`src/logic/sssq_pkg.sv`:
```
// Shared constants, states and carriers of the soft-start fault sequencer
package sssq_pkg;

	// Core clock and switching rate; all sequencing counts in switching cycles
	localparam int unsigned CLK_HZ = 100_000_000;
	localparam int unsigned FSW_HZ = 500_000;
	localparam int unsigned SW_DIV = CLK_HZ / FSW_HZ;
	localparam int unsigned DIV_W = $clog2(SW_DIV);
	localparam logic [DIV_W-1:0] DIV_LAST = DIV_W'(SW_DIV - 1);

	// Phase count
	localparam int unsigned NPH = 3;

	// Reference code: one LSB per switching cycle of ramp, 1280 LSB per volt
	localparam int unsigned REF_W = 12;
	localparam int unsigned RAMP_PER_VOLT = 1280;

	// Start delay and hiccup wait, in switching cycles
	localparam int unsigned START_DELAY_CYC = 64;
	localparam int unsigned HICCUP_CYC = 4096;
	localparam int unsigned CNT_W = 13;
	localparam logic [CNT_W-1:0] DELAY_LAST = CNT_W'(START_DELAY_CYC - 1);
	localparam logic [CNT_W-1:0] HICCUP_LAST = CNT_W'(HICCUP_CYC - 1);
	localparam logic [CNT_W-1:0] CNT_ZERO = '0;

	// Remote-sense offset: 100 mV in reference LSBs, gone after 640 cycles
	localparam int unsigned OFS_MV = 100;
	localparam int unsigned OFS_RAMP_CYC = 640;
	localparam int unsigned OFS_W = 8;
	localparam logic [OFS_W-1:0] OFS_START =
		OFS_W'(OFS_MV * RAMP_PER_VOLT / 1000);
	localparam int unsigned OFS_STEP_CYC = OFS_RAMP_CYC / (OFS_MV *
		RAMP_PER_VOLT / 1000);
	localparam logic [2:0] OFS_STEP_LAST = 3'(OFS_STEP_CYC - 1);
	localparam logic [OFS_W-1:0] OFS_ZERO = '0;
	localparam logic [REF_W-1:0] REF_ZERO = '0;
	localparam logic [REF_W-1:0] REF_ONE = 12'h001;

	// Sequencer states
	typedef enum logic [2:0] {
		SSSQ_OFF = 3'b000,
		SSSQ_DELAY = 3'b001,
		SSSQ_RAMP = 3'b010,
		SSSQ_RUN = 3'b011,
		SSSQ_HICCUP = 3'b100,
		SSSQ_OPEN = 3'b101
	} sssq_state_e;

	// Per-phase output drive modes
	typedef enum logic [1:0] {
		SSSQ_DRV_HIZ = 2'b00,
		SSSQ_DRV_OFF = 2'b01,
		SSSQ_DRV_PWM = 2'b10,
		SSSQ_DRV_CLAMP = 2'b11
	} sssq_drv_e;

	// Analog comparator results, all active high
	typedef struct packed {
		logic enable_level_in;   // Enable above its threshold
		logic bias_ok;           // Core and driver_supply above POR
		logic fb_above_ramp;     // feedback_node above ramping reference
		logic precharge_high;    // Output above final reference
		logic uv_trip;           // Output below 82 % of setpoint
		logic uv_clear;          // Output above 85 % of setpoint
		logic ov_fixed_trip;     // Above fixed trip level
		logic ov_fixed_clear;    // 100 mV below fixed trip level
		logic ov_track_trip;     // Above setpoint plus 150 mV
		logic ov_track_clear;    // 100 mV below tracking trip level
		logic open_sense;        // local_output_sense over diff_amp_output+1V
		logic oc_trip;           // droop_voltage over overcurrent_setpoint
	} sssq_cmp_s;

	// Sequencer status bundle
	typedef struct packed {
		sssq_state_e state;
		logic ss_done;
		logic uv_active;
		logic ov_active;
		logic pin_mismatch;
	} sssq_status_s;

endpackage

```
`src/logic/sssq_sequencer.sv`:
```
// Soft-start, power-good and fault sequencer for a three-phase buck
`timescale 1ns/10ps
`default_nettype none

module sssq_sequencer
	import sssq_pkg::*;
(
	input wire logic core_clk,
	input wire logic rst,
	input wire sssq_cmp_s cmp_in,
	input wire logic [REF_W-1:0] ref_target_in,
	input wire logic [NPH-1:0] pwm_in,
	input wire logic supply_ok_in,
	output logic [REF_W-1:0] ref_ramp_out,
	output logic [OFS_W-1:0] sense_offset_out,
	output logic [NPH-1:0] upper_gate_drive,
	output logic [NPH-1:0] lower_gate_drive,
	output logic [NPH-1:0] phase_hiz_out,
	output logic supply_ok_out,
	output logic supply_ok_oe_n,
	output logic overvoltage_flag_out,
	output sssq_status_s status_out
);

	sssq_cmp_s meta_q;
	sssq_cmp_s cmp_q;
	logic [DIV_W-1:0] div_q;
	logic tick_q;
	sssq_state_e state_q;
	sssq_state_e state_d;
	logic [CNT_W-1:0] cnt_q;
	logic [REF_W-1:0] ramp_q;
	logic [OFS_W-1:0] ofs_q;
	logic [2:0] ofs_div_q;
	logic released_q;
	logic post_ss_q;
	logic uv_q;
	logic ov_q;
	logic run_en;
	logic ramp_done;
	logic ov_trip;
	logic ov_clear;
	sssq_drv_e drv_mode;
	logic pg_good;

	// Two-flop synchroniser; first stage feeds nothing but the second
	always_ff @(posedge core_clk) begin
		if (rst) begin
			meta_q <= '0;
			cmp_q <= '0;
		end else begin
			meta_q <= cmp_in;
			cmp_q <= meta_q;
		end
	end

	// Switching-cycle tick derived from the core clock
	always_ff @(posedge core_clk) begin
		if (rst) begin
			div_q <= '0;
			tick_q <= 1'b0;
		end else begin
			tick_q <= (div_q == DIV_LAST);
			if (div_q == DIV_LAST) begin
				div_q <= '0;
			end else begin
				div_q <= div_q + 1'b1;
			end
		end
	end

	// Enable and both bias supplies together release shutdown
	assign run_en = cmp_q.enable_level_in & cmp_q.bias_ok;
	assign ramp_done = (ramp_q >= ref_target_in);

	// Sequencer next state; disable beats every fault, open sense beats OC
	always_comb begin
		state_d = state_q;
		if (!run_en) begin
			state_d = SSSQ_OFF;
		end else if (cmp_q.open_sense && state_q != SSSQ_OFF) begin
			state_d = SSSQ_OPEN;
		end else if (cmp_q.oc_trip && (state_q == SSSQ_RAMP ||
			state_q == SSSQ_RUN)) begin
			state_d = SSSQ_HICCUP;
		end else begin
			case (state_q)
			SSSQ_OFF: begin
				state_d = SSSQ_DELAY;
			end
			SSSQ_DELAY: begin
				if (tick_q && cnt_q == DELAY_LAST) begin
					state_d = SSSQ_RAMP;
				end
			end
			SSSQ_RAMP: begin
				if (ramp_done) begin
					state_d = SSSQ_RUN;
				end
			end
			SSSQ_RUN: begin
				state_d = SSSQ_RUN;
			end
			SSSQ_HICCUP: begin
				if (tick_q && cnt_q == HICCUP_LAST) begin
					state_d = SSSQ_DELAY;
				end
			end
			SSSQ_OPEN: begin
				state_d = SSSQ_DELAY;
			end
			default: begin
				state_d = SSSQ_OFF;
			end
			endcase
		end
	end

	// State register
	always_ff @(posedge core_clk) begin
		if (rst) begin
			state_q <= SSSQ_OFF;
		end else begin
			state_q <= state_d;
		end
	end

	// Delay and hiccup counter, cleared on every state change
	always_ff @(posedge core_clk) begin
		if (rst) begin
			cnt_q <= '0;
		end else if (state_d != state_q) begin
			cnt_q <= CNT_ZERO;
		end else if (tick_q) begin
			cnt_q <= cnt_q + 1'b1;
		end
	end

	// Reference ramp: one LSB per switching cycle, 1280 LSB per volt
	always_ff @(posedge core_clk) begin
		if (rst) begin
			ramp_q <= '0;
		end else if (state_q == SSSQ_RAMP) begin
			if (ramp_done) begin
				ramp_q <= ref_target_in;
			end else if (tick_q) begin
				ramp_q <= ramp_q + REF_ONE;
			end
		end else if (state_q == SSSQ_RUN) begin
			ramp_q <= ref_target_in; // Target may move once running
		end else begin
			ramp_q <= REF_ZERO;
		end
	end

	// Sense offset: full at start, one LSB off every five switching cycles in ramp and run
	always_ff @(posedge core_clk) begin
		if (rst) begin
			ofs_q <= '0;
			ofs_div_q <= '0;
		end else if (state_q == SSSQ_RAMP || state_q == SSSQ_RUN) begin
			if (tick_q && ofs_q != OFS_ZERO) begin
				if (ofs_div_q == OFS_STEP_LAST) begin
					ofs_div_q <= '0;
					ofs_q <= ofs_q - 1'b1;
				end else begin
					ofs_div_q <= ofs_div_q + 1'b1;
				end
			end
		end else begin
			ofs_q <= OFS_START;
			ofs_div_q <= '0;
		end
	end

	// Drive release during ramp; a precharged output waits for the end
	always_ff @(posedge core_clk) begin
		if (rst) begin
			released_q <= 1'b0;
		end else if (state_q == SSSQ_RUN) begin
			released_q <= 1'b1;
		end else if (state_q == SSSQ_RAMP) begin
			if (!cmp_q.fb_above_ramp && !cmp_q.precharge_high) begin
				released_q <= 1'b1;
			end
		end else begin
			released_q <= 1'b0;
		end
	end

	// Post-start flag picks the tracking overvoltage level
	always_ff @(posedge core_clk) begin
		if (rst) begin
			post_ss_q <= 1'b0;
		end else if (state_q == SSSQ_RAMP && state_d == SSSQ_RUN) begin
			post_ss_q <= 1'b1;
		end else if (state_q != SSSQ_RUN) begin
			post_ss_q <= 1'b0;
		end
	end

	// Active overvoltage trip and release levels
	assign ov_trip = post_ss_q ? cmp_q.ov_track_trip :
		cmp_q.ov_fixed_trip;
	assign ov_clear = post_ss_q ? cmp_q.ov_track_clear :
		cmp_q.ov_fixed_clear;

	// Overvoltage latch; a fresh trip wins over a clear in the same cycle
	always_ff @(posedge core_clk) begin
		if (rst) begin
			ov_q <= 1'b0;
		end else if (state_q == SSSQ_OFF) begin
			ov_q <= 1'b0;
		end else if (ov_trip) begin
			ov_q <= 1'b1;
		end else if (ov_clear) begin
			ov_q <= 1'b0;
		end
	end

	// Undervoltage latch with 82/85 % hysteresis; only gates supply-ok
	always_ff @(posedge core_clk) begin
		if (rst) begin
			uv_q <= 1'b0;
		end else if (state_q != SSSQ_RUN) begin
			uv_q <= 1'b0;
		end else if (cmp_q.uv_trip) begin
			uv_q <= 1'b1;
		end else if (cmp_q.uv_clear) begin
			uv_q <= 1'b0;
		end
	end

	// Drive mode; open sense and hiccup turn both switches off
	always_comb begin
		drv_mode = SSSQ_DRV_HIZ;
		case (state_q)
		SSSQ_OFF: begin
			drv_mode = SSSQ_DRV_HIZ;
		end
		SSSQ_OPEN, SSSQ_HICCUP: begin
			drv_mode = SSSQ_DRV_OFF;
		end
		SSSQ_DELAY, SSSQ_RAMP, SSSQ_RUN: begin
			if (ov_q) begin
				drv_mode = SSSQ_DRV_CLAMP;
			end else if (released_q) begin
				drv_mode = SSSQ_DRV_PWM;
			end else begin
				drv_mode = SSSQ_DRV_HIZ;
			end
		end
		default: begin
			drv_mode = SSSQ_DRV_HIZ;
		end
		endcase
	end

	// Per-phase gate registers
	for (genvar p = 0; p < NPH; p++) begin : g_phase
		always_ff @(posedge core_clk) begin
			if (rst) begin
				upper_gate_drive[p] <= 1'b0;
				lower_gate_drive[p] <= 1'b0;
				phase_hiz_out[p] <= 1'b1;
			end else begin
				case (drv_mode)
				SSSQ_DRV_PWM: begin
					upper_gate_drive[p] <= pwm_in[p];
					lower_gate_drive[p] <= ~pwm_in[p];
					phase_hiz_out[p] <= 1'b0;
				end
				SSSQ_DRV_CLAMP: begin
					upper_gate_drive[p] <= 1'b0;
					lower_gate_drive[p] <= 1'b1;
					phase_hiz_out[p] <= 1'b0;
				end
				SSSQ_DRV_OFF: begin
					upper_gate_drive[p] <= 1'b0;
					lower_gate_drive[p] <= 1'b0;
					phase_hiz_out[p] <= 1'b0;
				end
				default: begin
					upper_gate_drive[p] <= 1'b0;
					lower_gate_drive[p] <= 1'b0;
					phase_hiz_out[p] <= 1'b1;
				end
				endcase
			end
		end
	end

	// Supply-ok good only after start with no fault; OC leaves RUN at once
	assign pg_good = (state_q == SSSQ_RUN) && post_ss_q && !uv_q && !ov_q &&
		!cmp_q.oc_trip;

	// Open-drain supply-ok: enable low means the pin is pulled low
	always_ff @(posedge core_clk) begin
		if (rst) begin
			supply_ok_out <= 1'b0;
			supply_ok_oe_n <= 1'b0;
		end else begin
			supply_ok_out <= 1'b0;
			supply_ok_oe_n <= pg_good;
		end
	end

	// Crowbar flag follows the overvoltage latch
	always_ff @(posedge core_clk) begin
		if (rst) begin
			overvoltage_flag_out <= 1'b0;
		end else begin
			overvoltage_flag_out <= ov_q;
		end
	end

	// Reference, offset and status outputs, all registered
	always_ff @(posedge core_clk) begin
		if (rst) begin
			ref_ramp_out <= '0;
			sense_offset_out <= '0;
			status_out <= '0;
		end else begin
			ref_ramp_out <= ramp_q;
			sense_offset_out <= ofs_q;
			status_out.state <= state_q;
			status_out.ss_done <= post_ss_q;
			status_out.uv_active <= uv_q;
			status_out.ov_active <= ov_q;
			// Released but held low: another party shares the wire
			status_out.pin_mismatch <= supply_ok_oe_n & ~supply_ok_in;
		end
	end

endmodule

`default_nettype wire

```
`config.mk`:
```
export PLATFORM = sky130hd
export DESIGN_NAME = sssq_sequencer
export DESIGN_NICKNAME = d
export VERILOG_FILES = /design/src/logic/sssq_pkg.sv /design/src/logic/sssq_sequencer.sv
export SDC_FILE = /design/constraint.sdc
export NUM_CORES = 1
export LEC_CHECK = 0
export BUFFER_PORTS_ARGS = -buffer_cell sky130_fd_sc_hd__buf_2
export CAP_MARGIN = 10
export CELL_PAD_IN_SITES_DETAIL_PLACEMENT = 1
export CELL_PAD_IN_SITES_GLOBAL_PLACEMENT = 1
export CORE_ASPECT_RATIO = 0.6
export CORE_UTILIZATION = 43
export DETAILED_ROUTE_END_ITERATION = 16
export PLACE_DENSITY = 0.77
export SKIP_CTS_REPAIR_TIMING = 1
export SYNTH_ARGS = -nofsm -noshare
export SYNTH_HDL_FRONTEND = slang
export SYNTH_SLANG_ARGS = --single-unit
```
`constraint.sdc`:
```
create_clock -name core_clk -period 2.8 [get_ports core_clk]
set_input_delay 0.42 -clock core_clk [delete_from_list [all_inputs] [get_ports core_clk]]
set_output_delay 0.42 -clock core_clk [all_outputs]
set_load 0.005 [all_outputs]
```
# [Yosys cells after proc, flatten, opt, wreduce, memory -nomap -nowiden]
# Index checks and enable logic that the tools add are counted.
[classes] add_sub_neg=5 order_cmp=1 n_eq_ne=19 n_mux=33 bitwise_logic=8 n_reduce_logical=35
[ops] operator="$mux W12" n=4
[ops] operator="$mux W8" n=3
[ops] operator="$mux W3" n=7
[ops] operator="$reduce_or A2 Y1" n=8
[ops] operator="$pmux W3 S5" n=1
[ops] operator="$add A13 B1 Y13 const B" n=1
[ops] operator="$eq A13 B12 Y1 const B" n=1
[ops] operator="$eq A13 B6 Y1 const B" n=1
[ops] operator="$add A12 B1 Y12 const B" n=1
[ops] operator="$ge A12 B12 Y1" n=1
[ops] operator="$mux W1" n=12
[ops] operator="$logic_and A1 B1 Y1" n=11
[ops] operator="$eq A3 B2 Y1 const B" n=3
[ops] operator="$eq A3 B3 Y1 const B" n=3
[ops] operator="$add A8 B1 Y8 const B" n=1
[ops] operator="$eq A8 B8 Y1 const B" n=1
[ops] operator="$reduce_bool A8 Y1" n=1
[ops] operator="$sub A8 B1 Y8 const B" n=1
[ops] operator="$not A1 Y1" n=6
[ops] operator="$pmux W1 S2" n=3
[ops] operator="$reduce_bool A2 Y1" n=3
[ops] operator="$reduce_or A3 Y1" n=2
[ops] operator="$logic_not A1 Y1" n=5
[ops] operator="$eq A2 B2 Y1 const B" n=2
[ops] operator="15 further kinds" n=19
[totals] reg_bits=111 in_bits=30 out_inout_bits=39

# [Depth between registers and ports, before layout]
[depth] depth_word=10 mapped_depth=9 ltp_nobuf=8

# [Least setup slack after synthesis]
# Ideal clock, no wire load.
[synth_path] kind="input -> register" from="in ref_target_in[2]" to="reg ramp_q[3]" setup_ns=0.071 arrival_time_ns=2.287 setup_slack_ns=0.442 stages=9 cell_sequence="inv_1 > ha_1 > a21o_1 > a31oi_1 > o21ai_0 > a211oi_2 > clkbuf_1 > o211ai_1 > a21oi_1"
[synth_via] elab_chain_len=3 elab_cells_between_ends=4
[synth_rtl] item="start: declaration" line="sssq_sequencer.sv:11" source="input wire logic [REF_W-1:0] ref_target_in,"
[synth_rtl] item="$ge A12 B12 Y1 *" line="sssq_sequencer.sv:74" source="assign ramp_done = (ramp_q >= ref_target_in);"
[synth_rtl] item="$mux W12" line="sssq_sequencer.sv:144" source="if (ramp_done) begin"
[synth_rtl] item="$mux W12" line="sssq_sequencer.sv:143" source="end else if (state_q == SSSQ_RAMP) begin"
[synth_rtl] item="end signal: assignment" line="sssq_sequencer.sv:145" source="ramp_q <= ref_target_in;"
[synth_rtl] item="end signal: assignment" line="sssq_sequencer.sv:147" source="ramp_q <= ramp_q + REF_ONE;"
[synth_rtl] item="end signal: assignment" line="sssq_sequencer.sv:150" source="ramp_q <= ref_target_in;"
[synth_rtl] item="end: declaration" line="sssq_sequencer.sv:32" source="logic [REF_W-1:0] ramp_q;"
# Every way passes the cells marked *; elsewhere a longest branch is shown, timed or not.
# A chain may end at the register's enable or synchronous reset.

# [Final worst setup path]
[layout_path] from="reg cnt_q[0]" to="reg cnt_q[0]"
[layout_via] elab_chain_len=9 elab_cells_between_ends=13
[layout_rtl] item="start: declaration" line="sssq_sequencer.sv:31" source="logic [CNT_W-1:0] cnt_q;"
[layout_rtl] item="start signal: assignment" line="sssq_sequencer.sv:135" source="cnt_q <= cnt_q + 1'b1;"
[layout_rtl] item="$eq A13 B12 Y1 or $eq A13 B6 Y1 (tied branches)" line="sssq_sequencer.sv:105, sssq_sequencer.sv:92"
[layout_rtl] item="$logic_and A1 B1 Y1 (on tied branches)" line="sssq_sequencer.sv:105, sssq_sequencer.sv:92"
[layout_rtl] item="$mux W3 (on tied branches)" line="sssq_sequencer.sv:105, sssq_sequencer.sv:92"
[layout_rtl] item="$pmux W3 S5" line="sssq_sequencer.sv:87" source="case (state_q)"
[layout_rtl] item="$mux W3" line="sssq_sequencer.sv:83" source="end else if (cmp_q.oc_trip && (state_q == SSSQ_RAMP ||"
[layout_rtl] item="$mux W3" line="sssq_sequencer.sv:81" source="end else if (cmp_q.open_sense && state_q != SSSQ_OFF) begin"
[layout_rtl] item="$mux W3" line="sssq_sequencer.sv:79" source="if (!run_en) begin"
[layout_rtl] item="$ne A3 B3 Y1" line="sssq_sequencer.sv:132" source="end else if (state_d != state_q) begin"
[layout_rtl] item="$reduce_or A2 Y1 (no line)"
# Parallel ways exist; a longest one is shown, timed or not.

==> results by group <==
Power
  • Design Power: 2.972 mW
  • Power per cell area: 544.5 nW/um^2
  • Peak supply drop: 0.3050 mV
  • Static leakage power: 2.211 nW

Placement
  • Post-DP HPWL: 8032 um
  • Port bufs: 67
  • RePlAce Congestion: 0.7676

Timing
  • Least-Margin Pin Slew: 805.9 ps
  • Worst Skew: 5.766 ps
  • Final setup vio count: 0
  • Max frequency: 377.6 MHz
  • Final period utilization: 0.9458
  • Max-slew violations: 0
  • Hold Fails Final Rpt: 0
  • Setup_tns: 0 ps
  • Slew headroom: 0.4578
  • Fin crit period: 2648 ps

GRT
  • First-pass GRT wire length: 18310 um
  • Total GRT Usage: 0.2139
  • Initial antenna violation count: 0
  • Largest net degree at the start of global routing: 54
  • Total grt overflow: 0
  • Vias in the first global route: 3675

Worst hold path
  • Worst min-delay path category: in -> reg
  • Hold path depth: 2
  • Hold Path Sink: status_out[0]$_SDFF_PP0_
  • Hold path start: supply_ok_in

Synthesis
  • Flops & latches, synth: 111
  • Post-Syn Area per Cell: 9.356 um^2
  • Top-count cell post-synth: dfxtp_1
  • Unique masters post-synth: 52
  • Most used DFF post-synth: dfxtp_1
  • Top cell type's share of synthesized area: 0.4750
  • Yosys warning count: 0
  • Synthesized instance count: 500
  • Netlist Area Pre-Place: 4678 um^2
  • Synth cell count leaders: dfxtp_1 (111), nor2_1 (59), nor2b_1 (47), inv_1 (27), nand2_1 (24)
  • Syn nets: 549
  • Area contributors post-synth: dfxtp_1 (47%), nor2b_1 (6.3%), ha_1 (5.1%), nor2_1 (4.7%), xnor2_1 (3.4%)
  • Post-synth EDFFs: 0
  • Post-synth ARST share: 0
  • Synth area leader: dfxtp_1
  • Register area share after synthesis: 0.4750

Critical path
  • Critical Path RT: 3030 ps
  • Worst EP arrival: 2870 ps
  • Max FO, Critical Path: 13
  • Critical path class: reg -> reg
  • Buf+Inv Stages, Crit Path: 1
  • Critical path's slowest cell: or4_1
  • Critical-path cell list: ha_2 > nand2_1 > or4_1 > and3_1 > o211ai_2 > o21ai_1 > buf_4 > a2111oi_1
  • Crit start category: flop
  • Worst reg2reg path depth: 8
  • Reg-to-reg startpoint: cnt_q[0]$_SDFFE_PP0P_
  • Crit path max-delay family: simple AND/OR/NAND/NOR gates
  • Crit. End Element: flop
  • Max incr delay on CP: 590 ps
  • Minimum setup slack among reg-to-reg paths: 150 ps
  • Worst setup path startpoint: cnt_q[0]$_SDFFE_PP0P_
  • Reg2reg end: cnt_q[0]$_SDFFE_PP0P_

Layout
  • Final core occ: 0.5170
  • Area of the multi-input gates: 2237 um^2
  • Antenna diodes: 0
  • Final nets: 614
  • Layout cells sized above 1: 0.2000
  • Area delta synth->final: 16.69%
  • FF/Latch Area: 2223 um^2
  • Fillcell total: 1238

Flow run
  • Max Cap Viol: 0

Clock network
  • Root buf cell: clkbuf_16
  • H-tree levels: 3
  • Clock transition at the registers of the reported paths: 80 ps
  • CTS tree: yes
  • Clk_lat worst skew: 350 ps
  • Maximum clock insertion buffer count: 2
  • CTS sink cnt: 111
  • CTS Buf Count: 9

Route
  • Via count: 3694
  • DR WL/cell: 15.63 um
  • ANT nets after route: 0
  • Drt pass-1 iters: 4
  • Starting DRC count in detailed routing: 157
  • Routed WL: 11080 um
  • DR vias/cell: 5.210
  • # DRC: 0

Floorplan
  • Die ar.: 11310 um^2
  • Initial Util: 0.4431
  • Die height: 82.80 um
  • # IOs: 69
  • Core area: 10560 um^2
  • Die width: 136.7 um
  • FP Rows: 29

Status
  • Status: finished, final reports clean
-- layout make-up --
class                   instances  area share
inverters                      27     0.01857
flip-flops and latches        111      0.4073
repair buffers                 79     0.07793
multi-input cells             337      0.4098
clock buffers                   9     0.04126
clock inverters                 7     0.01329
well taps                     139     0.03186
-- metrics by stage --
stage	cells	hold WS, ps	setup WS (ps)	area [um^2]
2_1_floorplan	500	411.5	442.5	4678
3_3_place_gp	693	418.0	193.6	5154
3_5_place_dp	693	425.5	56.83	5154
4_1_cts	709	214.5	88.47	5451
5_1_grt	709	207.8	-47.23	5459
6_report	709	224.7	151.7	5459
-- how the worst max path moves through the flow --
stage / endpoint / cells past startpoint
2_1_floorplan: ramp_q[3]$_SDFFE_PP0P_ / 9
3_5_place_dp: cnt_q[1]$_SDFFE_PP0P_ / 9
5_1_grt: cnt_q[2]$_SDFFE_PP0P_ / 8
4_1_cts: cnt_q[1]$_SDFFE_PP0P_ / 8
6_report: cnt_q[0]$_SDFFE_PP0P_ / 8
3_3_place_gp: cnt_q[0]$_SDFFE_PP0P_ / 9
-- logic make-up after synthesis --
| group | Yosys count | synth area share |
|---|---|---|
| AO/OA/AOI/OAI | 77 | 0.1281 |
| adder cells (fa/ha/maj) | 19 | 0.05082 |
| XOR/XNOR | 28 | 0.05242 |
| AND/OR/NAND/NOR | 204 | 0.2276 |
| other | 1 | 0.0008016 |
| multiplexers | 8 | 0.01712 |
| flip-flops | 111 | 0.4750 |
| buffers and inverters | 52 | 0.04814 |
-- flip-flops by register name, summed over array words and instances, names as in the netlist --
signal,count
status_out,7
lower_gate_drive,3
supply_ok_oe_n,1
released_q,1
cnt_q,13
ofs_div_q,3
tick_q,1
sense_offset_out,8
state_q,3
post_ss_q,1
uv_q,1
cmp_q,12
div_q,8
ov_q,1
ramp_q,12
meta_q,12
ofs_q,8
upper_gate_drive,3
phase_hiz_out,1
ref_ramp_out,12
-- placed cells by master, fill, tap and decap left out, types with 8 or more instances in the layout --
cell type  count
xnor2_1       18
xor2_1        10
nand3_1       15
nor2_1        59
o21ai_0       10
a211oi_1       8
a2111oi_2      8
nor3_1        14
clkbuf_16      9
nand4_1       11
a21oi_1       21
mux2i_1        8
buf_4         12
nand2_1       24
dfxtp_1      110
inv_1         27
nor2b_1       47
buf_2         67
ha_1          18
-- worst reg2reg max path, cell delays in order (launching register included) --
cell	delay (ps)
dfxtp_1	410
ha_2	250
nand2_1	130
or4_1	590
and3_1	230
o211ai_2	220
o21ai_1	90
buf_4	210
a2111oi_1	390
-- per-layer routing --
layer	wire length, um	part of all wire	track usage
met1	5471	0.49	0.2860
met2	4909	0.44	0.3345
met3	471	0.043	0.05343
met4	229	0.021	0.08000
met5	0	0	0
-- power by group --
group,switching (mW),total [mW],internal [mW]
registers,0.0104,1.61,1.60
logic,0.0528,0.0930,0.0402
clock network,0.640,1.27,0.631
total,0.703,2.97,2.27
Power figures use the tool's default switching activity.
